==> src/design/sensor_irq_pkg.sv <==
// Constants and carrier types for the sensor threshold interrupt block.
// Assumes one internal clock shared by the register port and the ADC side.
package sensor_irq_pkg;

	// Register offsets
	localparam logic [7:0] ADDR_STATUS = 8'h00;
	localparam logic [7:0] ADDR_CONFIG = 8'h01;
	localparam logic [7:0] ADDR_AMB_DATA_HI = 8'h04;
	localparam logic [7:0] ADDR_AMB_DATA_LO = 8'h05;
	localparam logic [7:0] ADDR_UP_HI = 8'h06;
	localparam logic [7:0] ADDR_UP_LO = 8'h07;
	localparam logic [7:0] ADDR_LO_HI = 8'h08;
	localparam logic [7:0] ADDR_LO_LO = 8'h09;
	localparam logic [7:0] ADDR_PERSIST = 8'h0a;
	localparam logic [7:0] ADDR_PROX_DIR = 8'h0b;
	localparam logic [7:0] ADDR_PROX_LIMIT = 8'h0c;
	localparam logic [7:0] ADDR_TRIM_GREEN = 8'h0f;
	localparam logic [7:0] ADDR_TRIM_IR = 8'h10;

	// Reset values
	localparam logic [7:0] RST_ZERO = 8'h00;
	localparam logic [7:0] RST_TRIM = 8'h80;

	// Field positions
	localparam int CFG_AMB_EN = 0;
	localparam int CFG_PROX_EN = 1;
	localparam int CFG_MODE_LO = 2;
	localparam int CFG_MODE_HI = 4;
	localparam int CFG_GAIN_SRC = 5;
	localparam int ST_AMB = 0;
	localparam int ST_PROX = 1;
	localparam int ST_PWR = 2;
	localparam int PERS_AMB_LO = 0;
	localparam int PERS_AMB_HI = 1;
	localparam int PERS_PROX_LO = 2;
	localparam int PERS_PROX_HI = 3;
	localparam int PROX_DIR_BIT = 6;
	localparam int LIMIT_HI_BITS = 6;

	// Ambient result source, from config mode field
	localparam logic [2:0] MODE_GREEN_ONLY = 3'h1;
	localparam logic [2:0] MODE_IR_ONLY = 3'h2;

	// Persist run lengths
	localparam logic [4:0] RUN_1 = 5'h01;
	localparam logic [4:0] RUN_2 = 5'h02;
	localparam logic [4:0] RUN_4 = 5'h04;
	localparam logic [4:0] RUN_16 = 5'h10;

	// Factory trims applied while the gain source bit is 1
	localparam logic [6:0] FACTORY_GREEN = 7'h40;
	localparam logic [8:0] FACTORY_IR = 9'h100;

	typedef struct packed {
		logic wr;
		logic rd;
		logic [7:0] addr;
		logic [7:0] data;
	} reg_req_t;

	typedef struct packed {
		logic done;
		logic overrange;
		logic [13:0] green;
		logic [13:0] ir;
	} amb_sample_t;

	typedef struct packed {
		logic done;
		logic [7:0] value;
	} prox_sample_t;

	typedef struct packed {
		logic [6:0] green;
		logic [8:0] ir;
	} trim_t;

	typedef struct packed {
		logic [7:0] upHi;
		logic [7:0] upLo;
		logic [7:0] loHi;
		logic [7:0] loLo;
		logic [7:0] persist;
		logic [7:0] proxDir;
		logic [7:0] proxLimit;
		logic [7:0] trimGreen;
		logic [7:0] trimIr;
		logic [7:0] mainCfg;
		logic ambFlag;
		logic proxFlag;
		logic pwrFlag;
		logic [4:0] ambCnt;
		logic [4:0] proxCnt;
		logic [13:0] ambResult;
		logic ambOver;
		logic ambValid;
		logic [7:0] rdData;
		logic intOe;
		trim_t applied;
	} state_t;

endpackage

==> src/design/sensor_threshold_interrupt.sv <==
// Threshold, persist and status logic of a light and proximity sensor.
// Assumes a serial-bus front end that issues one-cycle register strobes
// and an ADC side that pulses done once per measurement, all on mclk.
`timescale 1ns/10ps

module sensor_threshold_interrupt
(
	input wire logic mclk,
	input wire logic reset,
	input wire sensor_irq_pkg::reg_req_t regReq,
	input wire sensor_irq_pkg::amb_sample_t ambSample,
	input wire sensor_irq_pkg::prox_sample_t proxSample,
	output logic [7:0] regRdData,
	output logic intOut,
	output logic intOe,
	output logic [13:0] ambResult,
	output logic ambResultValid,
	output sensor_irq_pkg::trim_t gainTrim
);

	sensor_irq_pkg::state_t s_r;
	sensor_irq_pkg::state_t s_nxt;

	function automatic logic [4:0] runLength(input logic [1:0] sel);
		logic [4:0] n;
		n = sensor_irq_pkg::RUN_1;
		case (sel)
			2'h0: n = sensor_irq_pkg::RUN_1;
			2'h1: n = sensor_irq_pkg::RUN_2;
			2'h2: n = sensor_irq_pkg::RUN_4;
			default: n = sensor_irq_pkg::RUN_16;
		endcase
		return n;
	endfunction

	// Next count of a run, saturating at the run length so it cannot wrap
	function automatic logic [4:0] runStep(input logic [4:0] cnt,
		input logic [4:0] need);
		logic [4:0] n;
		n = cnt;
		if (cnt < need)
		begin
			n = cnt + 5'h01;
		end
		return n;
	endfunction

	logic ambEn;
	logic proxEn;
	logic rdStatus;
	logic [13:0] upLimit;
	logic [13:0] loLimit;
	logic [13:0] ambValue;
	logic [2:0] mode;
	logic ambEvent;
	logic proxEvent;
	logic [4:0] ambNeed;
	logic [4:0] proxNeed;
	logic [4:0] ambRun;
	logic [4:0] proxRun;
	logic ambSet;
	logic proxSet;

	always_comb
	begin
		s_nxt = s_r;
		ambEn = s_r.mainCfg[sensor_irq_pkg::CFG_AMB_EN];
		proxEn = s_r.mainCfg[sensor_irq_pkg::CFG_PROX_EN];
		mode = s_r.mainCfg[sensor_irq_pkg::CFG_MODE_HI:
			sensor_irq_pkg::CFG_MODE_LO];
		rdStatus = regReq.rd && (regReq.addr == sensor_irq_pkg::ADDR_STATUS);
		upLimit = {s_r.upHi[sensor_irq_pkg::LIMIT_HI_BITS-1:0], s_r.upLo};
		loLimit = {s_r.loHi[sensor_irq_pkg::LIMIT_HI_BITS-1:0], s_r.loLo};

		// Ambient result; a negative difference floors at zero
		if (mode == sensor_irq_pkg::MODE_GREEN_ONLY)
		begin
			ambValue = ambSample.green;
		end
		else if (mode == sensor_irq_pkg::MODE_IR_ONLY)
		begin
			ambValue = ambSample.ir;
		end
		else if (ambSample.green > ambSample.ir)
		begin
			ambValue = ambSample.green - ambSample.ir;
		end
		else
		begin
			ambValue = '0;
		end

		// Event tests; limits compare raw counts
		ambEvent = ambEn && ((ambValue > upLimit) || (ambValue < loLimit)
			|| ambSample.overrange);
		if (s_r.proxDir[sensor_irq_pkg::PROX_DIR_BIT])
		begin
			proxEvent = proxEn && (proxSample.value > s_r.proxLimit);
		end
		else
		begin
			proxEvent = proxEn && (proxSample.value < s_r.proxLimit);
		end

		ambNeed = runLength(s_r.persist[sensor_irq_pkg::PERS_AMB_HI:
			sensor_irq_pkg::PERS_AMB_LO]);
		proxNeed = runLength(s_r.persist[sensor_irq_pkg::PERS_PROX_HI:
			sensor_irq_pkg::PERS_PROX_LO]);
		ambRun = runStep(s_r.ambCnt, ambNeed);
		proxRun = runStep(s_r.proxCnt, proxNeed);
		ambSet = 1'b0;
		proxSet = 1'b0;

		// Ambient channel counter steps only on its own measurements
		s_nxt.ambValid = ambSample.done;
		if (ambSample.done)
		begin
			s_nxt.ambResult = ambValue;
			s_nxt.ambOver = ambSample.overrange;
			if (ambEvent)
			begin
				s_nxt.ambCnt = ambRun;
				ambSet = (ambRun >= ambNeed);
			end
			else
			begin
				s_nxt.ambCnt = '0;
			end
		end
		if (!ambEn)
		begin
			s_nxt.ambCnt = '0;
		end

		// Proximity channel, filtered the same way
		if (proxSample.done)
		begin
			if (proxEvent)
			begin
				s_nxt.proxCnt = proxRun;
				proxSet = (proxRun >= proxNeed);
			end
			else
			begin
				s_nxt.proxCnt = '0;
			end
		end
		if (!proxEn)
		begin
			s_nxt.proxCnt = '0;
		end

		// A new event in the reading cycle survives the clear
		s_nxt.ambFlag = ambEn && (ambSet || (s_r.ambFlag && !rdStatus));
		s_nxt.proxFlag = proxEn
			&& (proxSet || (s_r.proxFlag && !rdStatus));
		s_nxt.pwrFlag = s_r.pwrFlag && !rdStatus;

		// Register writes
		if (regReq.wr)
		begin
			if (regReq.addr == sensor_irq_pkg::ADDR_CONFIG)
			begin
				s_nxt.mainCfg = regReq.data;
			end
			else if (regReq.addr == sensor_irq_pkg::ADDR_UP_HI)
			begin
				s_nxt.upHi = {2'h0,
					regReq.data[sensor_irq_pkg::LIMIT_HI_BITS-1:0]};
			end
			else if (regReq.addr == sensor_irq_pkg::ADDR_UP_LO)
			begin
				s_nxt.upLo = regReq.data;
			end
			else if (regReq.addr == sensor_irq_pkg::ADDR_LO_HI)
			begin
				s_nxt.loHi = {2'h0,
					regReq.data[sensor_irq_pkg::LIMIT_HI_BITS-1:0]};
			end
			else if (regReq.addr == sensor_irq_pkg::ADDR_LO_LO)
			begin
				s_nxt.loLo = regReq.data;
			end
			else if (regReq.addr == sensor_irq_pkg::ADDR_PERSIST)
			begin
				s_nxt.persist = {4'h0, regReq.data[3:0]};
			end
			else if (regReq.addr == sensor_irq_pkg::ADDR_PROX_DIR)
			begin
				s_nxt.proxDir = '0;
				s_nxt.proxDir[sensor_irq_pkg::PROX_DIR_BIT] =
					regReq.data[sensor_irq_pkg::PROX_DIR_BIT];
			end
			else if (regReq.addr == sensor_irq_pkg::ADDR_PROX_LIMIT)
			begin
				s_nxt.proxLimit = regReq.data;
			end
			else if (regReq.addr == sensor_irq_pkg::ADDR_TRIM_GREEN)
			begin
				s_nxt.trimGreen = regReq.data;
			end
			else if (regReq.addr == sensor_irq_pkg::ADDR_TRIM_IR)
			begin
				s_nxt.trimIr = regReq.data;
			end
		end

		// Read data, registered; status shows flags before the clear
		if (regReq.rd)
		begin
			if (regReq.addr == sensor_irq_pkg::ADDR_STATUS)
			begin
				s_nxt.rdData = '0;
				s_nxt.rdData[sensor_irq_pkg::ST_AMB] = s_r.ambFlag;
				s_nxt.rdData[sensor_irq_pkg::ST_PROX] = s_r.proxFlag;
				s_nxt.rdData[sensor_irq_pkg::ST_PWR] = s_r.pwrFlag;
			end
			else if (regReq.addr == sensor_irq_pkg::ADDR_CONFIG)
			begin
				s_nxt.rdData = s_r.mainCfg;
			end
			else if (regReq.addr == sensor_irq_pkg::ADDR_AMB_DATA_HI)
			begin
				s_nxt.rdData = {1'b0, s_r.ambOver, s_r.ambResult[13:8]};
			end
			else if (regReq.addr == sensor_irq_pkg::ADDR_AMB_DATA_LO)
			begin
				s_nxt.rdData = s_r.ambResult[7:0];
			end
			else if (regReq.addr == sensor_irq_pkg::ADDR_UP_HI)
			begin
				s_nxt.rdData = s_r.upHi;
			end
			else if (regReq.addr == sensor_irq_pkg::ADDR_UP_LO)
			begin
				s_nxt.rdData = s_r.upLo;
			end
			else if (regReq.addr == sensor_irq_pkg::ADDR_LO_HI)
			begin
				s_nxt.rdData = s_r.loHi;
			end
			else if (regReq.addr == sensor_irq_pkg::ADDR_LO_LO)
			begin
				s_nxt.rdData = s_r.loLo;
			end
			else if (regReq.addr == sensor_irq_pkg::ADDR_PERSIST)
			begin
				s_nxt.rdData = s_r.persist;
			end
			else if (regReq.addr == sensor_irq_pkg::ADDR_PROX_DIR)
			begin
				s_nxt.rdData = s_r.proxDir;
			end
			else if (regReq.addr == sensor_irq_pkg::ADDR_PROX_LIMIT)
			begin
				s_nxt.rdData = s_r.proxLimit;
			end
			else if (regReq.addr == sensor_irq_pkg::ADDR_TRIM_GREEN)
			begin
				s_nxt.rdData = ~s_r.trimGreen;
			end
			else if (regReq.addr == sensor_irq_pkg::ADDR_TRIM_IR)
			begin
				s_nxt.rdData = ~s_r.trimIr;
			end
			else
			begin
				s_nxt.rdData = '0;
			end
		end

		// Host trims only reach the channels while gain source is zero
		if (s_r.mainCfg[sensor_irq_pkg::CFG_GAIN_SRC])
		begin
			s_nxt.applied.green = sensor_irq_pkg::FACTORY_GREEN;
			s_nxt.applied.ir = sensor_irq_pkg::FACTORY_IR;
		end
		else
		begin
			s_nxt.applied.green = s_r.trimGreen[7:1];
			s_nxt.applied.ir = {s_r.trimIr, s_r.trimGreen[0]};
		end

		// Power-up flag alone does not pull the line
		s_nxt.intOe = s_nxt.ambFlag || s_nxt.proxFlag;
	end

	always_ff @(posedge mclk or posedge reset)
	begin
		if (reset)
		begin
			s_r <= '0;
			s_r.trimGreen <= sensor_irq_pkg::RST_TRIM;
			s_r.trimIr <= sensor_irq_pkg::RST_TRIM;
			s_r.applied.green <= sensor_irq_pkg::RST_TRIM[7:1];
			s_r.applied.ir <= {sensor_irq_pkg::RST_TRIM, 1'b0};
			s_r.pwrFlag <= 1'b1;
		end
		else
		begin
			s_r <= s_nxt;
		end
	end

	assign regRdData = s_r.rdData;
	assign intOut = 1'b0; // Open drain: only ever drives low
	assign intOe = s_r.intOe;
	assign ambResult = s_r.ambResult;
	assign ambResultValid = s_r.ambValid;
	assign gainTrim = s_r.applied;

endmodule

==> config.mk <==
export PLATFORM = sky130hd
export DESIGN_NAME = sensor_threshold_interrupt
export DESIGN_NICKNAME = d
export VERILOG_FILES = /design/src/design/sensor_irq_pkg.sv /design/src/design/sensor_threshold_interrupt.sv
export SDC_FILE = /design/constraint.sdc
export NUM_CORES = 1
export LEC_CHECK = 0
export BUFFER_PORTS_ARGS = -buffer_cell sky130_fd_sc_hd__buf_2
export CAP_MARGIN = 20
export CORE_AREA = 2 2 165 167
export DETAILED_ROUTE_END_ITERATION = 7
export DIE_AREA = 0 0 167 169
export SLEW_MARGIN = 20
export SYNTH_ARGS = -nofsm -noshare
export SYNTH_HDL_FRONTEND = slang
export SYNTH_SLANG_ARGS = --single-unit
==> constraint.sdc <==
create_clock -name mclk -period 4.3 [get_ports mclk]
set_input_delay 0.86 -clock mclk [delete_from_list [all_inputs] [get_ports mclk]]
set_output_delay 0.86 -clock mclk [all_outputs]
set_load 0.05 [all_outputs]
[After elaboration in Yosys (flattened, before gate mapping)]
Cells that the tools add are included.
Cells by class
  $lt $le $gt $ge: 9
  add/sub/neg operators: 3
  bitwise operators: 11
  eq/ne operators: 20
  reductions and logical operators: 28
  muxes and demuxes: 32
  div/mod/pow operators: 0
  shifts and indexed selects: 0
  multiply operators: 0
Operator list (count)
  $mux 8: 13
  $eq 8x4->1 const B: 6
  $mux 14: 3
  $mux 5: 8
  $eq 8x3->1 const B: 4
  $pmux 5 s3: 2
  $gt 14x14->1: 2
  $mux 16: 1
  $not 8->8: 2
  $lt 14x14->1: 1
  $sub 14x14->14: 1
  $reduce_and 11->1: 1
  $add 5x1->5 const B: 2
  $ge 5x5->1: 2
  $lt 5x5->1: 2
  $reduce_and 10->1: 1
  $logic_and 1x1->1: 9
  $not 1->1: 9
  $reduce_and 9->1: 1
  $eq 8x1->1 const B: 1
  $eq 8x5->1 const B: 1
  $gt 8x8->1: 1
  $logic_not 8->1: 1
  $lt 8x8->1: 1
  other kinds (16): 28
Word-level totals
  memory bits (read-only): 0
  bits in registers: 119
  output and inout port bits: 41
  latch bits: 0
  bits of input ports: 59
  bits in writable memories: 0
  word-level logic and storage cells: 125
  memories: 0

[Logic depth before layout (Yosys ltp)]
  depth after elaboration: 14
  gate-level depth with buffers: 18

[Least setup slack after synthesis]
OpenSTA, ideal clock, no wires.
  path kind: input to register
  from: in ambSample[14] (netlist bit)
  to: reg s_r (netlist bit intOe)
  path slack: -40 ps
  stages on the path: 18
  arrival time: 4208 ps
  setup time: 132 ps
  buffers on the path: 1
  cells stage by stage: inv_1 -> ha_1 -> fa_1 -> nand2b_1 -> a211oi_2 -> o41a_1 -> o21a_1 -> buf_6 -> o21ai_0 -> a31oi_1 -> ha_1 -> and3_1 -> nand4_1 -> o41ai_2 -> a211oi_2 -> a21oi_2 -> o21ai_1 -> or3b_1
RTL lines
  start: declaration: RTL line sensor_threshold_interrupt.sv:11  | input wire sensor_irq_pkg::amb_sample_t ambSample,
  end signal: assignment: RTL line sensor_threshold_interrupt.sv:301  | s_r <= s_nxt;
  end: declaration: RTL line sensor_threshold_interrupt.sv:21  | sensor_irq_pkg::state_t s_r;

==> impl_metrics.tcl <==
set metrics [dict create \
    number_of_nets_in_the_finished_design 1138 \
    timing_worst_slew_pin_value_ps 880 \
    critical_path_maximum_fanout 4 \
    fmax_ghz 0.239 \
    crit_buf_inv 5 \
    setup-violations-final 0 \
    rr_endpoint "intOe" \
    met1_grt_util 0.229 \
    clk_transition_reported_paths_ps 60 \
    syn_avg_cell_area_um2 9.49 \
    hold_buffers 0 \
    ir_drop_mv 0.325 \
    clock-skew-final_ps 13.8 \
    hold_end "regRdData[5]" \
    synth_seq_area_share 0.367 \
    grt-ovfl-total 0 \
    dominantRegCellSynth "dfrtp_1" \
    power.static_leakage_uw 0.00501 \
    dp_hpwl_mm 19.1 \
    syn-num-nets 982 \
    ctsHtreeMaxLevel 4 \
    rsz0062_at_grt "yes" \
    synth.area.top_cells "dfrtp_1 35%, ha_1 10%, mux2_2 7.9%, buf_4 3.7%, inv_1 3.2%" \
    n_antenna_cell 0 \
    post_detailed_route_wirelength_per_cell_um 18.2 \
    hold_path_class "reg2reg" \
    synth-seq-cells 119 \
    cts_root_buffer "clkbuf_16" \
    dieArea_mm2 0.0282 \
    die-width_um 167 \
    synthDistinctLibCells 82 \
    clock_latency_ps 430 \
    clockBufferDepth 2 \
    drcViolationCount 0 \
    num_clock_sinks 119 \
    finalPower_uw 3580 \
    dr.first_iter.drc_count 623 \
    timing.reg2reg.setup_slack_ps 700 \
    cts_tree "yes" \
    layout-area-overhead-vs-synth_pct 26.4 \
    final_antenna_net_count 0 \
    timing.critical_path.max_delay_family "simple AND/OR/NAND/NOR gates" \
    yosysTopAreaCellShare 0.351 \
    fin_cells 1367 \
    ports 100 \
    synth-edff-count 0 \
    drive_gt1_frac 0.348 \
    port_buffers 98 \
    gr-max-usage-layer "met2" \
    cap_viol_max_count 0 \
    syn-instance-count 857 \
    r2r_cells 15 \
    largest_net_degree_at_the_start_of_global_routing 65 \
    wirelength_mm 24.8 \
    final_period_minus_worst_setup_slack_ps 4180 \
    cp_cell_sequence "buf_2 -> inv_2 -> ha_4 -> a211oi_2 -> nor2_2 -> o41a_1 -> buf_4 -> buf_4 -> or3_1 -> nand3_1 -> a21oi_1 -> buf_4 -> ha_4 -> and3_1 -> nand4_1 -> nor3_2 -> o2111ai_2 -> a21oi_2 -> o21ai_2 -> or3b_1" \
    outcome "finished clean" \
    maxSlewViolCount 0 \
    count_of_final_hold_check_violations 0 \
    timing.critical_path.to_type "flop" \
    final_min_period_over_clock_period 0.973 \
    vias_per_cell 5.18 \
    synthMostInstantiatedCell "dfrtp_1" \
    synth_top_cells_by_count "114 x dfrtp_1, 69 x inv_1, 65 x ha_1, 63 x nand2_1, 57 x mux2_2" \
    r2r_start "s_r[95]" \
    place_congestion 0.918 \
    antenna_found_initial 1 \
    ys.warnings.count 0 \
    first_global_vias 6934 \
    finalHoldWorstSlack_ps 476 \
    syn-cell-area_mm2 0.00813 \
    hp-start "regRdData[5]" \
    cts_buffers 17 \
    design.core.area_mm2 0.0265 \
    critPathArrivalTime_ps 4490 \
    gr-usage-met2 0.297 \
    hold_path_depth 1 \
    largest_stage_delay_on_the_critical_path_ps 400 \
    critical_path_required_ps 4610 \
    critPathSlowestCell "o41a_1" \
    die_h_um 169 \
    route.vias.total 7085 \
    yosys.area.top_type "dfrtp_1" \
    grtUsageMet3 0.0320 \
    timing.slew.headroom 0.413 \
    criticalPathCategory "in2reg" \
    global_route_wire_length_before_repair_mm 38.6 \
    startpoint_type "primary input" \
    drt_first_pass_iters 5 \
    groute.usage.overall 0.176 \
    placementRows 60 \
    critical_path.most_common_cell "buf_4" \
    asyncSetResetFlopFracSynth 1.00 \
    start_util 0.307 \
    power.density_cell_area_mw_per_mm2 349 \
    post-place-cells 1329 \
]
==> registers in the layout, indices dropped and copies added (netlist names) <==
| register | count |
|---|---|
| intOe | 1 |
| mode | 3 |
| s_r | 60 |
| loLimit | 14 |
| gainTrim | 16 |
| ambResult | 14 |
| regRdData | 8 |
| ambResultValid | 1 |
| proxEn | 1 |
| ambEn | 1 |
==> layer usage <==
metal	routed length, µm	vias up
met2	12000	216
li1	-	3387
met5	11	-
met4	652	2
met3	1280	40
met1	10900	3440
==> cells by family (layout without fill, tap and decap cells) <==
| family | count (synthesis) | after routing | synth area share |
|---|---|---|---|
| fa+ha+maj | 66 | 66 | 0.102 |
| simple gates | 239 | 239 | 0.157 |
| mux | 73 | 73 | 0.0998 |
| other cells | 1 | 1 | 0.000461 |
| compound gates | 213 | 213 | 0.178 |
| buf+inv | 135 | 304 | 0.0831 |
| xor+xnor | 11 | 11 | 0.0118 |
| flops | 119 | 119 | 0.367 |
==> metrics by stage <==
step,utilization,setup TNS [ps],area [µm²],setup slack (ps)
global placement,0.355,-1850,9410,-381
floorplan,-,0,8130,20.2
detailed placement,0.355,-2310,9410,-463
CTS,0.379,0,10000,11.6
finish,0.388,0,10300,116
global route,0.388,-98.5,10300,-46.5
==> layout by cell type (no fill, tap or decap), types with 6 or more instances in the layout <==
| master | netlist | routed |
|---|---|---|
| mux2_2 | 57 | 57 |
| mux2i_1 | 8 | 8 |
| nand2_1 | 63 | 62 |
| a22oi_1 | 10 | 10 |
| nand2b_1 | 14 | 13 |
| a31oi_1 | 10 | 9 |
| dfrtp_1 | 114 | 114 |
| buf_2 | 9 | 98 |
| ha_4 | 0 | 7 |
| inv_1 | 69 | 66 |
| a21o_1 | 15 | 15 |
| and3_1 | 9 | 9 |
| a21oi_2 | 1 | 6 |
| nor2b_1 | 22 | 22 |
| a21oi_1 | 39 | 34 |
| o22ai_1 | 9 | 9 |
| buf_4 | 40 | 103 |
| clkbuf_16 | 0 | 17 |
| mux2_1 | 8 | 8 |
| nor2_1 | 52 | 49 |
| o21ai_0 | 48 | 44 |
| o21ai_1 | 8 | 10 |
| ha_1 | 65 | 56 |
| nand3_1 | 19 | 19 |
| xnor2_1 | 8 | 8 |
| nand4_1 | 15 | 15 |
==> repair_timing <==
item,in CTS,in global routing
pin swaps,7,27
buffers inserted,2,4
setup endpoints to repair,1,7
resized for setup,4,39
==> final cells by class <==
cell class / count / area (µm²)
sequential: 119 / 2980
clock buffer: 20 / 457
fill: 2617 / 16200
multi-input combinational: 603 / 4690
tap: 341 / 427
clock inverter: 12 / 150
timing repair buffer: 203 / 1300
inverter: 69 / 262
==> worst max-delay path by stage <==
stage	start	end	depth (start not counted)
4_1_cts	ambSample[14]	intOe	20
3_5_place_dp	ambSample[5]	intOe	19
2_1_floorplan	ambSample[14]	intOe	18
3_3_place_gp	ambSample[14]	intOe	20
5_1_grt	ambSample[14]	intOe	19
6_report	ambSample[5]	intOe	20
==> power by group <==
group	internal [µW]	switching, µW
clock	938	523
combinational	357	502
sequential	1190	72.4
total	2490	1100
No activity file was read; power rests on OpenSTA's default activity.
